[src/inc/spr_pkg.sv]
// Shared constants and types for the two-channel setpoint relay controller.
// Assumes a 100 MHz system clock and an AHB-Lite register port.
package spr_pkg;
   // Clock and timing figures
   localparam int CLK_MHZ = 100;
   localparam int TICK_MS = 1;
   localparam int TICK_CYCLES = CLK_MHZ * 1000 * TICK_MS;
   localparam int SHOW_S = 5;
   localparam int SHOW_MS = SHOW_S * 1000;
   localparam int SAVE_S = 5;
   localparam int SAVE_MS = SAVE_S * 1000;
   localparam int FINE_S = 1;
   localparam int FINE_MS = FINE_S * 1000;
   localparam int STEP_MS = 100;
   localparam int VERSION_MS = 2000;
   localparam int BLINK_MS = 250;

   // Register map: channel n sits at n * 16
   localparam logic [3:0] CH_LOW_THR = 4'h0;
   localparam logic [3:0] CH_HIGH_THR = 4'h4;
   localparam logic [3:0] CH_CFG = 4'h8;
   localparam logic [3:0] CH_STAT = 4'hC;
   localparam logic [7:0] GLOBAL_STAT = 8'h20;

   // Configuration word fields
   localparam int CFG_MODE_LSB = 0;
   localparam int CFG_LOW_EN = 2;
   localparam int CFG_HIGH_EN = 3;
   localparam int CFG_LOW_HYST_LSB = 8;
   localparam int CFG_HIGH_HYST_LSB = 16;

   // Reset values, threshold maximum and percent divisor
   localparam logic [15:0] THR_LOW_RST = 16'h0000;
   localparam logic [15:0] THR_HIGH_RST = 16'hFFFF;
   localparam logic [15:0] THR_MAX = 16'hFFFF;
   localparam logic [7:0] HYST_RST = 8'h0A;
   localparam logic [23:0] PCT_DIV = 24'h00_0064;

   typedef enum logic [1:0] {
      MODE_LOW = 2'h0,
      MODE_HIGH = 2'h1,
      MODE_BOTH = 2'h2
   } spr_mode_type;

   typedef enum logic [2:0] {
      ST_MEAS,
      ST_SHOW,
      ST_RAMP,
      ST_FINE,
      ST_WAIT
   } spr_state_type;

   typedef struct packed {
      logic [15:0] low_thr;
      logic [15:0] high_thr;
      spr_mode_type mode;
      logic low_en;
      logic high_en;
      logic [7:0] low_hyst;
      logic [7:0] high_hyst;
   } spr_cfg_type;
endpackage : spr_pkg

[src/rtl/spr_top.sv]
// Two-channel pressure setpoint switching: trip compare with hysteresis,
// pushbutton threshold adjustment, value output mux, status lamp, AHB-Lite regs.
// Assumes pressure and fault inputs come from logic on sys_clk_i; buttons are pins.
// Functional notes
// - Low-trip mode closes relay and lights lamp while pressure below threshold.
// - High-trip mode closes relay and lights lamp while pressure above threshold.
// - Combined mode trips above the upper or below the lower threshold.
// - Reset gives low-trip mode with threshold at range bottom; never switches.
// - Two independent channels, each with its own relay output.
// - While a channel is being adjusted, the value output carries its threshold; channel 0 wins if both are.
// - Held press enters adjust mode, shows threshold about 5 s, blinks indicator.
// - Continued holding steps threshold toward its limit until release or limit.
// - Renewed press inside the fine window moves the threshold one step.
// - Renewed press outside the fine window reverses the holding direction.
// - Release longer than 5 s stores the threshold and returns to measuring.
// - Default hysteresis is 10 percent on both trip points.
// - Any button adjustment restores that channel's hysteresis to 10 percent.
// - In combined mode the button moves only the lower threshold.
// - Mode changes only through the register port; hysteresis also returns to 10 percent on a button press.
// - Each channel holds thresholds, enables, hysteresis values and a mode.
// - Status lamp green when fault-free, red steady or blinking on faults.
// - Second channel adjusts with the same sequence and timing as the first.
// - After power-up the firmware version is shown briefly before measuring.
// - Each threshold is readable and writable by the host port.
//
// Our own choices: the address map and register access over AHB-Lite.
`timescale 1ns/10ps
module spr_top #(
   parameter int MS_CYCLES = spr_pkg::TICK_CYCLES,
   parameter int SHOW_MS = spr_pkg::SHOW_MS,
   parameter int SAVE_MS = spr_pkg::SAVE_MS,
   parameter int FINE_MS = spr_pkg::FINE_MS,
   parameter int STEP_MS = spr_pkg::STEP_MS,
   parameter int VERSION_MS = spr_pkg::VERSION_MS,
   parameter int BLINK_MS = spr_pkg::BLINK_MS,
   // Arbitrary firmware version code
   parameter logic [7:0] FW_VERSION = 8'h01
) (
   // Clock and reset
   input wire logic sys_clk_i,
   input wire logic reset_i,
   // AHB-Lite slave
   input wire logic hsel_i,
   input wire logic [31:0] haddr_i,
   input wire logic [1:0] htrans_i,
   input wire logic hwrite_i,
   input wire logic [2:0] hsize_i,
   input wire logic [31:0] hwdata_i,
   input wire logic hready_i,
   output logic hreadyout_o,
   output logic hresp_o,
   output logic [31:0] hrdata_o,
   // Measurement and faults
   input wire logic [15:0] pressure_i,
   input wire logic fault_fatal_i,
   input wire logic fault_soft_i,
   // Buttons
   input wire logic setpoint_one_btn_i,
   input wire logic setpoint_two_btn_i,
   // Outputs
   output logic [1:0] relay_o,
   output logic [1:0] sp_lamp_o,
   output logic [1:0] switch_ind_o,
   output logic [1:0] nv_store_o,
   output logic [15:0] meas_value_o,
   output logic status_lamp_green_o,
   output logic status_lamp_red_o,
   output logic version_show_o
);
   spr_pkg::spr_cfg_type cfg [2];
   logic [1:0] adj;
   logic [1:0] low_on;
   logic [1:0] high_on;
   logic [1:0] dir_up;
   logic [15:0] sel_thr [2];
   logic [1:0] btn_raw;
   logic ms_tick;
   logic [31:0] ms_cnt;
   logic [15:0] blink_cnt;
   logic blink;
   logic [15:0] ver_cnt;
   logic wr_pend;
   logic rd_pend;
   logic [7:0] bus_addr;
   logic [31:0] rd_word;

   assign btn_raw = {setpoint_two_btn_i, setpoint_one_btn_i};

   // Millisecond tick shared by every timer
   always_ff @(posedge sys_clk_i or posedge reset_i) begin
      if (reset_i) begin
         ms_cnt <= 32'h0000_0000;
         ms_tick <= 1'b0;
      end else begin
         ms_tick <= (ms_cnt == 32'(MS_CYCLES - 1));
         ms_cnt <= (ms_cnt == 32'(MS_CYCLES - 1)) ? 32'h0000_0000 : ms_cnt + 32'h0000_0001;
      end
   end

   always_ff @(posedge sys_clk_i or posedge reset_i) begin
      if (reset_i) begin
         blink_cnt <= 16'h0000;
         blink <= 1'b0;
      end else if (ms_tick) begin
         blink_cnt <= (blink_cnt >= 16'(BLINK_MS - 1)) ? 16'h0000 : blink_cnt + 16'h0001;
         if (blink_cnt >= 16'(BLINK_MS - 1)) begin
            blink <= ~blink;
         end
      end
   end

   // Version display window; buttons stay ignored until it closes
   always_ff @(posedge sys_clk_i or posedge reset_i) begin
      if (reset_i) begin
         ver_cnt <= 16'h0000;
         version_show_o <= 1'b1;
      end else if (ms_tick && version_show_o) begin
         ver_cnt <= ver_cnt + 16'h0001;
         version_show_o <= (ver_cnt < 16'(VERSION_MS - 1));
      end
   end

   // Channel 0 wins the output when both are adjusted
   always_ff @(posedge sys_clk_i or posedge reset_i) begin
      if (reset_i) begin
         meas_value_o <= 16'h0000;
      end else begin
         meas_value_o <= adj[0] ? sel_thr[0] : adj[1] ? sel_thr[1] : pressure_i;
      end
   end

   always_ff @(posedge sys_clk_i or posedge reset_i) begin
      if (reset_i) begin
         status_lamp_green_o <= 1'b0;
         status_lamp_red_o <= 1'b0;
      end else begin
         status_lamp_green_o <= !(fault_fatal_i || fault_soft_i);
         status_lamp_red_o <= fault_fatal_i || (fault_soft_i && blink);
      end
   end

   for (genvar i = 0; i < 2; i++) begin : ch
      logic s1;
      logic s2;
      logic s3;
      logic btn;
      logic [15:0] tmr;
      logic [15:0] stepped;
      logic [23:0] low_margin;
      logic [23:0] high_margin;
      logic [17:0] low_rel;
      logic [17:0] high_rel;
      logic low_act;
      logic high_act;
      logic next_low_on;
      logic next_high_on;
      logic do_step;
      logic do_flip;
      logic do_rst;
      logic clr_tmr;
      logic store;
      logic adj_high;
      spr_pkg::spr_state_type state;
      spr_pkg::spr_state_type next_state;

      // Three-stage pin synchroniser; the level moves once stages two and three agree
      always_ff @(posedge sys_clk_i or posedge reset_i) begin
         if (reset_i) begin
            s1 <= 1'b0;
            s2 <= 1'b0;
            s3 <= 1'b0;
            btn <= 1'b0;
         end else begin
            s1 <= btn_raw[i];
            s2 <= s1;
            s3 <= s2;
            if (s2 == s3) begin
               btn <= s3;
            end
         end
      end

      // Combined mode moves the lower threshold only
      assign adj_high = (cfg[i].mode == spr_pkg::MODE_HIGH);
      assign sel_thr[i] = adj_high ? cfg[i].high_thr : cfg[i].low_thr;
      assign adj[i] = (state != spr_pkg::ST_MEAS);
      assign stepped = dir_up[i] ? ((sel_thr[i] == spr_pkg::THR_MAX) ? sel_thr[i] :
                       sel_thr[i] + 16'h0001) : ((sel_thr[i] == 16'h0000) ? sel_thr[i] :
                       sel_thr[i] - 16'h0001);

      always_comb begin
         next_state = state;
         do_step = 1'b0;
         do_flip = 1'b0;
         do_rst = 1'b0;
         clr_tmr = 1'b0;
         store = 1'b0;
         unique case (state)
            spr_pkg::ST_MEAS: begin
               if (btn && !version_show_o) begin
                  next_state = spr_pkg::ST_SHOW;
                  do_rst = 1'b1;
                  clr_tmr = 1'b1;
               end
            end
            spr_pkg::ST_SHOW: begin
               if (!btn) begin
                  next_state = spr_pkg::ST_WAIT;
                  clr_tmr = 1'b1;
               end else if (tmr >= 16'(SHOW_MS)) begin
                  next_state = spr_pkg::ST_RAMP;
                  clr_tmr = 1'b1;
               end
            end
            spr_pkg::ST_RAMP: begin
               if (!btn) begin
                  next_state = spr_pkg::ST_WAIT;
                  clr_tmr = 1'b1;
               end else if (ms_tick && tmr >= 16'(STEP_MS - 1)) begin
                  do_step = 1'b1;
                  clr_tmr = 1'b1;
               end
            end
            spr_pkg::ST_FINE: begin
               if (!btn) begin
                  next_state = spr_pkg::ST_WAIT;
                  clr_tmr = 1'b1;
               end
            end
            spr_pkg::ST_WAIT: begin
               if (btn) begin
                  clr_tmr = 1'b1;
                  do_rst = 1'b1;
                  if (tmr < 16'(FINE_MS)) begin
                     next_state = spr_pkg::ST_FINE;
                     do_step = 1'b1;
                  end else begin
                     next_state = spr_pkg::ST_RAMP;
                     do_flip = 1'b1;
                  end
               end else if (tmr > 16'(SAVE_MS)) begin
                  next_state = spr_pkg::ST_MEAS;
                  store = 1'b1;
               end
            end
         endcase
      end

      always_ff @(posedge sys_clk_i or posedge reset_i) begin
         if (reset_i) begin
            state <= spr_pkg::ST_MEAS;
            tmr <= 16'h0000;
            dir_up[i] <= 1'b1;
            nv_store_o[i] <= 1'b0;
            switch_ind_o[i] <= 1'b0;
         end else begin
            state <= next_state;
            nv_store_o[i] <= store;
            switch_ind_o[i] <= (next_state != spr_pkg::ST_MEAS) && blink;
            if (clr_tmr) begin
               tmr <= 16'h0000;
            end else if (ms_tick && tmr != 16'hFFFF) begin
               tmr <= tmr + 16'h0001;
            end
            if (state == spr_pkg::ST_MEAS && next_state == spr_pkg::ST_SHOW) begin
               dir_up[i] <= 1'b1;
            end else if (do_flip) begin
               dir_up[i] <= ~dir_up[i];
            end
         end
      end

      // Host writes land in the data phase; the button path is applied last and wins
      always_ff @(posedge sys_clk_i or posedge reset_i) begin
         if (reset_i) begin
            cfg[i].low_thr <= spr_pkg::THR_LOW_RST;
            cfg[i].high_thr <= spr_pkg::THR_HIGH_RST;
            cfg[i].mode <= spr_pkg::MODE_LOW;
            cfg[i].low_en <= 1'b1;
            cfg[i].high_en <= 1'b1;
            cfg[i].low_hyst <= spr_pkg::HYST_RST;
            cfg[i].high_hyst <= spr_pkg::HYST_RST;
         end else begin
            if (wr_pend && bus_addr[7:4] == 4'(i)) begin
               if (bus_addr[3:0] == spr_pkg::CH_LOW_THR) begin
                  cfg[i].low_thr <= hwdata_i[15:0];
               end
               if (bus_addr[3:0] == spr_pkg::CH_HIGH_THR) begin
                  cfg[i].high_thr <= hwdata_i[15:0];
               end
               if (bus_addr[3:0] == spr_pkg::CH_CFG) begin
                  cfg[i].mode <= spr_pkg::spr_mode_type'(hwdata_i[spr_pkg::CFG_MODE_LSB +: 2]);
                  cfg[i].low_en <= hwdata_i[spr_pkg::CFG_LOW_EN];
                  cfg[i].high_en <= hwdata_i[spr_pkg::CFG_HIGH_EN];
                  cfg[i].low_hyst <= hwdata_i[spr_pkg::CFG_LOW_HYST_LSB +: 8];
                  cfg[i].high_hyst <= hwdata_i[spr_pkg::CFG_HIGH_HYST_LSB +: 8];
               end
            end
            if (do_rst) begin
               cfg[i].low_hyst <= spr_pkg::HYST_RST;
               cfg[i].high_hyst <= spr_pkg::HYST_RST;
            end
            if (do_step && adj_high) begin
               cfg[i].high_thr <= stepped;
            end else if (do_step) begin
               cfg[i].low_thr <= stepped;
            end
         end
      end

      // Release levels sit the hysteresis percentage beyond each trip point
      assign low_margin = (24'(cfg[i].low_thr) * 24'(cfg[i].low_hyst)) / spr_pkg::PCT_DIV;
      assign high_margin = (24'(cfg[i].high_thr) * 24'(cfg[i].high_hyst)) / spr_pkg::PCT_DIV;
      assign low_rel = 18'(cfg[i].low_thr) + low_margin[17:0];
      assign high_rel = (high_margin[17:0] > 18'(cfg[i].high_thr)) ? 18'h0_0000 :
                        18'(cfg[i].high_thr) - high_margin[17:0];
      assign low_act = (cfg[i].mode == spr_pkg::MODE_LOW || cfg[i].mode == spr_pkg::MODE_BOTH)
                       && cfg[i].low_en;
      assign high_act = (cfg[i].mode == spr_pkg::MODE_HIGH || cfg[i].mode == spr_pkg::MODE_BOTH)
                        && cfg[i].high_en;

      always_comb begin
         next_low_on = low_on[i];
         next_high_on = high_on[i];
         if (!low_act) begin
            next_low_on = 1'b0;
         end else if (pressure_i < cfg[i].low_thr) begin
            next_low_on = 1'b1;
         end else if (18'(pressure_i) > low_rel) begin
            next_low_on = 1'b0;
         end
         if (!high_act) begin
            next_high_on = 1'b0;
         end else if (pressure_i > cfg[i].high_thr) begin
            next_high_on = 1'b1;
         end else if (18'(pressure_i) < high_rel) begin
            next_high_on = 1'b0;
         end
      end

      always_ff @(posedge sys_clk_i or posedge reset_i) begin
         if (reset_i) begin
            low_on[i] <= 1'b0;
            high_on[i] <= 1'b0;
            relay_o[i] <= 1'b0;
            sp_lamp_o[i] <= 1'b0;
         end else begin
            low_on[i] <= next_low_on;
            high_on[i] <= next_high_on;
            relay_o[i] <= next_low_on || next_high_on;
            sp_lamp_o[i] <= next_low_on || next_high_on;
         end
      end

      property p_low_trip;
         @(posedge sys_clk_i) disable iff (reset_i)
         (cfg[i].mode == spr_pkg::MODE_LOW && cfg[i].low_en && pressure_i < cfg[i].low_thr)
         |=> relay_o[i] && sp_lamp_o[i];
      endproperty
      a_low_trip: assert property (p_low_trip) else $error("low trip missed");

      property p_high_trip;
         @(posedge sys_clk_i) disable iff (reset_i)
         (cfg[i].mode == spr_pkg::MODE_HIGH && cfg[i].high_en && pressure_i > cfg[i].high_thr)
         |=> relay_o[i] && sp_lamp_o[i];
      endproperty
      a_high_trip: assert property (p_high_trip) else $error("high trip missed");

      property p_comb_trip;
         @(posedge sys_clk_i) disable iff (reset_i)
         (cfg[i].mode == spr_pkg::MODE_BOTH && cfg[i].high_en && cfg[i].low_en &&
          (pressure_i > cfg[i].high_thr || pressure_i < cfg[i].low_thr)) |=> relay_o[i];
      endproperty
      a_comb_trip: assert property (p_comb_trip) else $error("combined trip missed");

      property p_bottom_quiet;
         @(posedge sys_clk_i) disable iff (reset_i)
         (!relay_o[i] && cfg[i].mode == spr_pkg::MODE_LOW && cfg[i].low_thr == 16'h0000)
         |=> !relay_o[i];
      endproperty
      a_bottom_quiet: assert property (p_bottom_quiet) else $error("relay at range bottom");

      property p_show_value;
         @(posedge sys_clk_i) disable iff (reset_i)
         (adj[i] && (i == 0 || !adj[0])) |=> meas_value_o == $past(sel_thr[i]);
      endproperty
      a_show_value: assert property (p_show_value) else $error("threshold not shown");

      property p_enter_adjust;
         @(posedge sys_clk_i) disable iff (reset_i)
         (state == spr_pkg::ST_MEAS && btn && !version_show_o) |=> state == spr_pkg::ST_SHOW
         ##1 (cfg[i].low_hyst == spr_pkg::HYST_RST && cfg[i].high_hyst == spr_pkg::HYST_RST);
      endproperty
      a_enter_adjust: assert property (p_enter_adjust) else $error("adjust entry wrong");

      property p_fine_step;
         @(posedge sys_clk_i) disable iff (reset_i)
         (state == spr_pkg::ST_WAIT && btn && tmr < 16'(FINE_MS) && dir_up[i] &&
          sel_thr[i] != spr_pkg::THR_MAX && !wr_pend) |=> sel_thr[i] == $past(sel_thr[i]) + 16'h0001;
      endproperty
      a_fine_step: assert property (p_fine_step) else $error("fine step wrong");

      property p_reverse;
         @(posedge sys_clk_i) disable iff (reset_i)
         (state == spr_pkg::ST_WAIT && btn && tmr >= 16'(FINE_MS)) |=> dir_up[i] != $past(dir_up[i]);
      endproperty
      a_reverse: assert property (p_reverse) else $error("direction not reversed");

      property p_store;
         @(posedge sys_clk_i) disable iff (reset_i)
         (state == spr_pkg::ST_WAIT && !btn && tmr > 16'(SAVE_MS))
         |=> nv_store_o[i] && state == spr_pkg::ST_MEAS ##1 !nv_store_o[i];
      endproperty
      a_store: assert property (p_store) else $error("store not issued");

      property p_hold_low;
         @(posedge sys_clk_i) disable iff (reset_i)
         (low_on[i] && low_act && 18'(pressure_i) <= low_rel) |=> low_on[i];
      endproperty
      a_hold_low: assert property (p_hold_low) else $error("relay chatter");
   end

   // Channel and global read words
   always_comb begin
      rd_word = 32'h0000_0000;
      if (bus_addr == spr_pkg::GLOBAL_STAT) begin
         rd_word = {16'h0000, FW_VERSION, 5'h00, fault_soft_i, fault_fatal_i, version_show_o};
      end else if (bus_addr[7:5] == 3'h0) begin
         unique case (bus_addr[3:0])
            spr_pkg::CH_LOW_THR: rd_word = {16'h0000, cfg[bus_addr[4]].low_thr};
            spr_pkg::CH_HIGH_THR: rd_word = {16'h0000, cfg[bus_addr[4]].high_thr};
            spr_pkg::CH_CFG: rd_word = {8'h00, cfg[bus_addr[4]].high_hyst,
               cfg[bus_addr[4]].low_hyst, 4'h0, cfg[bus_addr[4]].high_en,
               cfg[bus_addr[4]].low_en, cfg[bus_addr[4]].mode};
            spr_pkg::CH_STAT: rd_word = {27'h000_0000, dir_up[bus_addr[4]], adj[bus_addr[4]],
               high_on[bus_addr[4]], low_on[bus_addr[4]], relay_o[bus_addr[4]]};
            default: rd_word = 32'h0000_0000;
         endcase
      end
   end

   // Writes finish with no wait; reads take one wait state so a preceding write is seen
   always_ff @(posedge sys_clk_i or posedge reset_i) begin
      if (reset_i) begin
         wr_pend <= 1'b0;
         rd_pend <= 1'b0;
         bus_addr <= 8'h00;
         hrdata_o <= 32'h0000_0000;
         hreadyout_o <= 1'b1;
         hresp_o <= 1'b0;
      end else begin
         hresp_o <= 1'b0;
         wr_pend <= 1'b0;
         if (rd_pend) begin
            hrdata_o <= rd_word;
            rd_pend <= 1'b0;
            hreadyout_o <= 1'b1;
         end else if (hsel_i && htrans_i[1] && hready_i) begin
            bus_addr <= (haddr_i[31:8] == 24'h00_0000) ? haddr_i[7:0] : 8'hFF;
            wr_pend <= hwrite_i;
            rd_pend <= !hwrite_i;
            hreadyout_o <= hwrite_i;
         end
      end
   end
endmodule : spr_top

[config.mk]
export PLATFORM = sky130hd
export DESIGN_NAME = spr_top
export DESIGN_NICKNAME = d
export VERILOG_FILES = /design/src/inc/spr_pkg.sv /design/src/rtl/spr_top.sv
export SDC_FILE = /design/constraint.sdc
export NUM_CORES = 2
export LEC_CHECK = 0
export BUFFER_PORTS_ARGS = -buffer_cell sky130_fd_sc_hd__buf_2
export CAP_MARGIN = 20
export CELL_PAD_IN_SITES_DETAIL_PLACEMENT = 0
export CELL_PAD_IN_SITES_GLOBAL_PLACEMENT = 1
export CORE_UTILIZATION = 54
export DETAILED_ROUTE_END_ITERATION = 12
export PLACE_DENSITY = 0.94
export SYNTH_ARGS = -nofsm -noshare
export SYNTH_HDL_FRONTEND = slang
export SYNTH_SLANG_ARGS = --single-unit
[constraint.sdc]
create_clock -name sys_clk_i -period 34.8 [get_ports sys_clk_i]
set_clock_uncertainty 0.1 [all_clocks]
set_input_delay 1.74 -clock sys_clk_i [delete_from_list [all_inputs] [get_ports sys_clk_i]]
set_output_delay 1.74 -clock sys_clk_i [all_outputs]
set_load 0.005 [all_outputs]
After elaboration in Yosys (flattened, before gate mapping). Cells that the tools add are included.

Bits in registers: 290. Input bits: 94. Output and inout bits: 61. Word-level logic and storage cells: 322.

$add $sub $neg: 13. Multiply operators: 4. Divide/modulo/power cells: 4. $lt $le $gt $ge: 22. Equal/unequal tests: 26. Multiplexer cells: 126. Bitwise logic cells: 5. Reductions and logical operators: 70.

Operators with widths (count): $mux W16 (26); $mux W52 (5); $add A16 B1 Y16 const B (6); $div A24 B7 Y24 const B (4); $mul A16 B8 Y24 (4); $pmux W24 S4 (1); $mux W1 (66); $mux W24 (2); $mux W20 (2); $add A16 B18 Y18 (2); $gt A16 B18 Y1 (2); $gt A18 B16 Y1 (2); $lt A16 B18 Y1 (2); $mux W18 (2); $mux W3 (12); $sub A16 B18 Y18 (2); $add A32 B1 Y32 const B (1); $eq A16 B16 Y1 const B (2); $eq A32 B17 Y1 const B (1); $ge A16 B13 Y1 const B (2); $ge A16 B7 Y1 const B (2); $gt A16 B13 Y1 const B (2); $gt A16 B16 Y1 (2); $logic_not A16 Y1 (2); 36 further kinds (116).

Logic depth before layout (Yosys ltp).
Word-level depth: 9. Depth in mapped cells: 105. Mapped depth without buffers: 99.

Worst setup path before layout. OpenSTA, ideal clock, no wires.

Path kind: register to register. Start: reg cfg[3] (netlist bit). End: reg sp_lamp_o[1]. Library setup time: 127 ps. Arrival: 20420 ps. Data required time: 34573 ps. Setup slack: 14152 ps. Cell stages (with the launch flop): 100. Buffers on the path: 7. Clock period less this slack: 20648 ps. Cells stage by stage: dfstp_2 clkbuf_1 nand2_1 fa_1 inv_1 fa_1 fa_1 inv_1 fa_1 inv_1 ha_1 buf_4 o21a_1 o211ai_1 a21oi_1 or3_1 a211oi_2 o21ai_0 (+64 left out) o21ai_0 nand2b_1 a21oi_1 nor2b_1 o21ai_0 nand2b_1 a21oi_1 o31ai_1 a21o_1 a21o_1 a21oi_1 nor2b_1 o21ai_0 nand2b_1 a21oi_1 o21ai_0 and3_1 or2_2.

Word-level cells in the longest chain between the ends: 9. Elaborated cells between the ends (all ways): 10. Those cells by class: add/sub (1); mul (1); div (1); order compare (2); mux (4); reduce/logical (1).

RTL lines: from (decl) (line spr_top.sv:70) `spr_pkg::spr_cfg_type cfg [2];`; $mul A16 B8 Y24 * (line spr_top.sv:313) `assign high_margin = (24'(cfg[i].high_thr) * 24'(cfg[i].high_hyst)) / spr_pkg::PCT_DIV;`; $div A24 B7 Y24 * (line spr_top.sv:313); $sub A16 B18 Y18 / $gt A18 B16 Y1 (equally long branches) (line spr_top.sv:316, spr_top.sv:315); $mux W18 * (line spr_top.sv:315) `assign high_rel = (high_margin[17:0] > 18'(cfg[i].high_thr)) ? 18'h0_0000 :`; $lt A16 B18 Y1 * (line spr_top.sv:336) `end else if (18'(pressure_i) < high_rel) begin`; $mux W1 * (line spr_top.sv:336); $mux W1 * (line spr_top.sv:334) `end else if (pressure_i > cfg[i].high_thr) begin`; $mux W1 * (line spr_top.sv:332) `if (!high_act) begin`; via ch[1].next_high_on (line spr_top.sv:156) `logic next_high_on;`; $logic_or A1 B1 Y1 * (line spr_top.sv:351) `sp_lamp_o[i] <= next_low_on || next_high_on;`; to (signal, indexed assignment) (line spr_top.sv:351); to (decl) (line spr_top.sv:62) `output logic [1:0] sp_lamp_o,`.

Mark *: on every way through the listed nets, which the timed path passes. The rest lies on a longest branch. A chain may end at the register's enable or synchronous reset.

Worst setup path in the final report.
Start: reg cfg[7] (netlist bit). End: reg sp_lamp_o[1].

Same word-level chain as after synthesis.

==> results.cfg <==
[worst_hold_path]
hold_class = reg -> reg

[timing]
period_share = 0.716
timing.final.hold_violations = 0
finalWorstSetupSlack_ns = 9.88
slew_violations = 0
final.hold.worst_slack_ns = 0.256
final-setup-viol-count = 0
max_slew.worst_pin.slew_ns = 1.06
setup_total_negative_slack_ns = 0
grt_setup_unrepaired = false
max_clock_freq_mhz = 40.1
worst_slew_margin_rel = 0.289
finalCriticalPeriod_ns = 24.92

[clock_tree]
h-tree-depth = 1
worstSkewPairLatency_ns = 0.63
root_buffer = sky130_fd_sc_hd__clkbuf_16
clock_path_buffers = 3
cts_made_buffers = 31
post_cts_resize_count = 0
postCtsSetupBuffers = 0
cts_hold_buf = 0
reg_clk_slew_reported_paths_ns = 0.07
tritoncts_clock_tree = yes
clock_sinks = 282

[synth]
synth-edff-count = 0
post_synth_xor_area_fraction = 0.0650
syn-instance-count = 6615
flip_flop_and_latch_count_after_synthesis = 282
proportion_of_synthesized_area_in_mux_cells = 0.0364
ys_warn_count = 0
synth_top_family_by_area = compound AO/OA/AOI/OAI gates
synth_area_um2 = 52300
synth_compound_gate_area_share = 0.247
postSynth.asyncResetShare = 1.00
synth.distinct_cells = 148
synth_sequential_area_ratio = 0.136
synthesis.area_per_instance_um2 = 7.91
synth_flop_cell = sky130_fd_sc_hd__dfrtp_1
synth_adder_area_share = 0.225
yosys.area_share.simple = 0.225

[global_routing]
grtUsageTotal = 0.311
global_route.overflow_total = 0
grt_antenna_before_repair = 17
grt_pass1_vias = 47291
grt_pass1_wl_mm = 251
grt_max_degree = 100

[route]
wl_per_cell_um = 19.8
detailroute.via_count = 49731
dr_vias_cell = 6.34
antenna_left = 0
drc_errors = 0
drt-pass1-iter-count = 7
drt-initial-drc-count = 4283
postRouteWirelength_mm = 155

[worst_setup_path]
crit_path_top_cell_by_count = sky130_fd_sc_hd__a21o_1
worst_path_max_delay_cell = sky130_fd_sc_hd__o31ai_2
worstSetupStartpointType = flop
cp-end-kind = flop
timing.critical_path.arrival_ns = 25.33
cp_max_fo = 18
critical_path.max_stage_delay_ns = 0.91
worst-endpoint-required_ns = 35.21
critical_path_class = reg -> reg

[placed_design]
dp_worst_setup_slack_ns = 10.15
placement.io_buffers = 133
dp.final_hpwl_mm = 120
gp_routability_congestion = 1.00
dpl_cell_area_um2 = 53700

[final_layout]
num-nets-final = 7364
finish.instance_area_um2 = 54700
nFillCells = 8851
synthToLayoutAreaGrowth_pct = 4.61
layout-drive-gt1-share = 0.0894

[floorplan]
fp.dieW_um = 313
io_pins = 155
start_util = 0.548
dieHeight_um = 313
num_rows = 113
placeableCoreArea_um2 = 95400
die_ar_um2 = 98200

[status]
status = finished clean

[run]
count_of_maximum_capacitance_violations = 0
==> routing by layer <==
layer,GRT usage,share of wire,wire [um],vias to the layer above
met3,0.0550,0.079,12300,327
met2,0.506,0.46,70700,1743
li1,-,-,-,23486
met4,0.116,0.042,6450,16
met5,0,0.00073,113,-
met1,0.412,0.42,65500,24159
==> stage by stage <==
step	utilization	instances
finish	0.574	7843
global route	0.574	7841
CTS	0.573	7830
detailed placement	0.563	7775
global placement	0.562	7772
floorplan	-	6623
==> path summary, 6_finish.rpt <==
kind,from,to,slack [ns],cells after the start
worst max register to register,cfg[7],sp_lamp_o[1],9.88,93
max in group asynchronous,reset_i,ch[0].tmr[11],31.33,4
min in group asynchronous,reset_i,rd_pend,1.11,2
worst min register to register,ch[1].s1,ch[1].s2,0.26,0
worst max-delay path,cfg[7],sp_lamp_o[1],9.88,93
worst min-delay path,ch[1].s1,ch[1].s2,0.26,0
==> registers in the layout, indices dropped and copies added, names as in the netlist, 2 cells and up <==
register,count
ch.btn,2
ms_cnt,32
ch.state,6
meas_value_o,16
bus_addr,8
high_on,2
blink_cnt,16
ch.s1,2
sp_lamp_o,2
ch.s2,2
dir_up,2
hrdata_o,24
cfg,104
ver_cnt,16
ch.tmr,32
ch.s3,2
nv_store_o,2
switch_ind_o,2
low_on,2
==> worst max-delay path: cells and delay by family, from the launching register on <==
kind,cells,cell delay [ns]
compound gates,54,12.89
simple gates,20,4.35
fa+ha+maj,8,3.08
xor+xnor,4,2.34
flops,1,0.79
mux,2,0.71
buf+inv,5,0.49
==> layout make-up <==
cell class | instances | area (um^2) | area share
Multi-Input combinational cell | 5486 | 41900 | 0.765
Inverter | 565 | 2130 | 0.0389
Tap cell | 1265 | 1580 | 0.0289
Sequential cell | 282 | 7120 | 0.130
Antenna cell | 9 | 22.5 | 0.000411
Clock inverter | 8 | 95.1 | 0.00174
Clock buffer | 47 | 916 | 0.0167
Timing Repair Buffer | 181 | 1020 | 0.0187
==> cell usage in the layout (no fill, tap or decap), drive strengths merged, types with 24 or more instances in the layout <==
cell and n:
a21oi 406, nand2 724, ha 383, and3 69, mux2 61, o2111ai 28, a211oi 109, o22ai 64
nand3 174, a31oi 80, and2 374, a211o 28, a311oi 25, or3 63, a21boi 24, a21o 138
o31ai 52, o21a 42, buf 181, o211ai 92, xor2 127, nand4 84, o21bai 49, nor2b 46
or2 57, a221oi 35, nor3 162, nor4 53, fa 340, o32ai 28, nor2 417, clkbuf 47
inv 563, nand2b 48, dfrtp 234, xnor2 250, a2111oi 29, mux2i 116, dfstp 48, o21ai 352
==> Yosys cell counts (76+ instances only) <==
cell                       instances  area (um^2)
sky130_fd_sc_hd__a31oi_1          76          475
sky130_fd_sc_hd__dfrtp_1         234         5860
sky130_fd_sc_hd__a21oi_1         386         1930
sky130_fd_sc_hd__and2_1          369         2310
sky130_fd_sc_hd__mux2i_1         111         1110
sky130_fd_sc_hd__o211ai_1         88          661
sky130_fd_sc_hd__fa_1            340         6810
sky130_fd_sc_hd__a21o_1          137         1030
sky130_fd_sc_hd__a211oi_1         91          683
sky130_fd_sc_hd__nand4_1          84          526
sky130_fd_sc_hd__nand2_1         721         2710
sky130_fd_sc_hd__o21ai_0         299         1500
sky130_fd_sc_hd__clkbuf_1        206          773
sky130_fd_sc_hd__xor2_1          125         1090
sky130_fd_sc_hd__nand3_1         171          856
sky130_fd_sc_hd__nor2_1          414         1550
sky130_fd_sc_hd__xnor2_1         242         2120
sky130_fd_sc_hd__nor3_1          149          746
sky130_fd_sc_hd__inv_1           552         2070
sky130_fd_sc_hd__ha_1            383         4790
==> logic make-up (layout without fill, tap and decap cells) <==
logic type | count (synthesis) | in the layout
AOI/OAI and AO/OA | 1830 | 1830
other | 1 | 18
buffers and inverters | 855 | 801
DFF | 282 | 282
and+or+nand+nor | 2351 | 2351
adders and majority gates | 741 | 741
xor gates and xnor gates | 378 | 378
muxes | 177 | 177
Power is left out: the tool's default activity adds up to more than one toggle a clock period on the data nets, which glitch-free logic cannot reach.
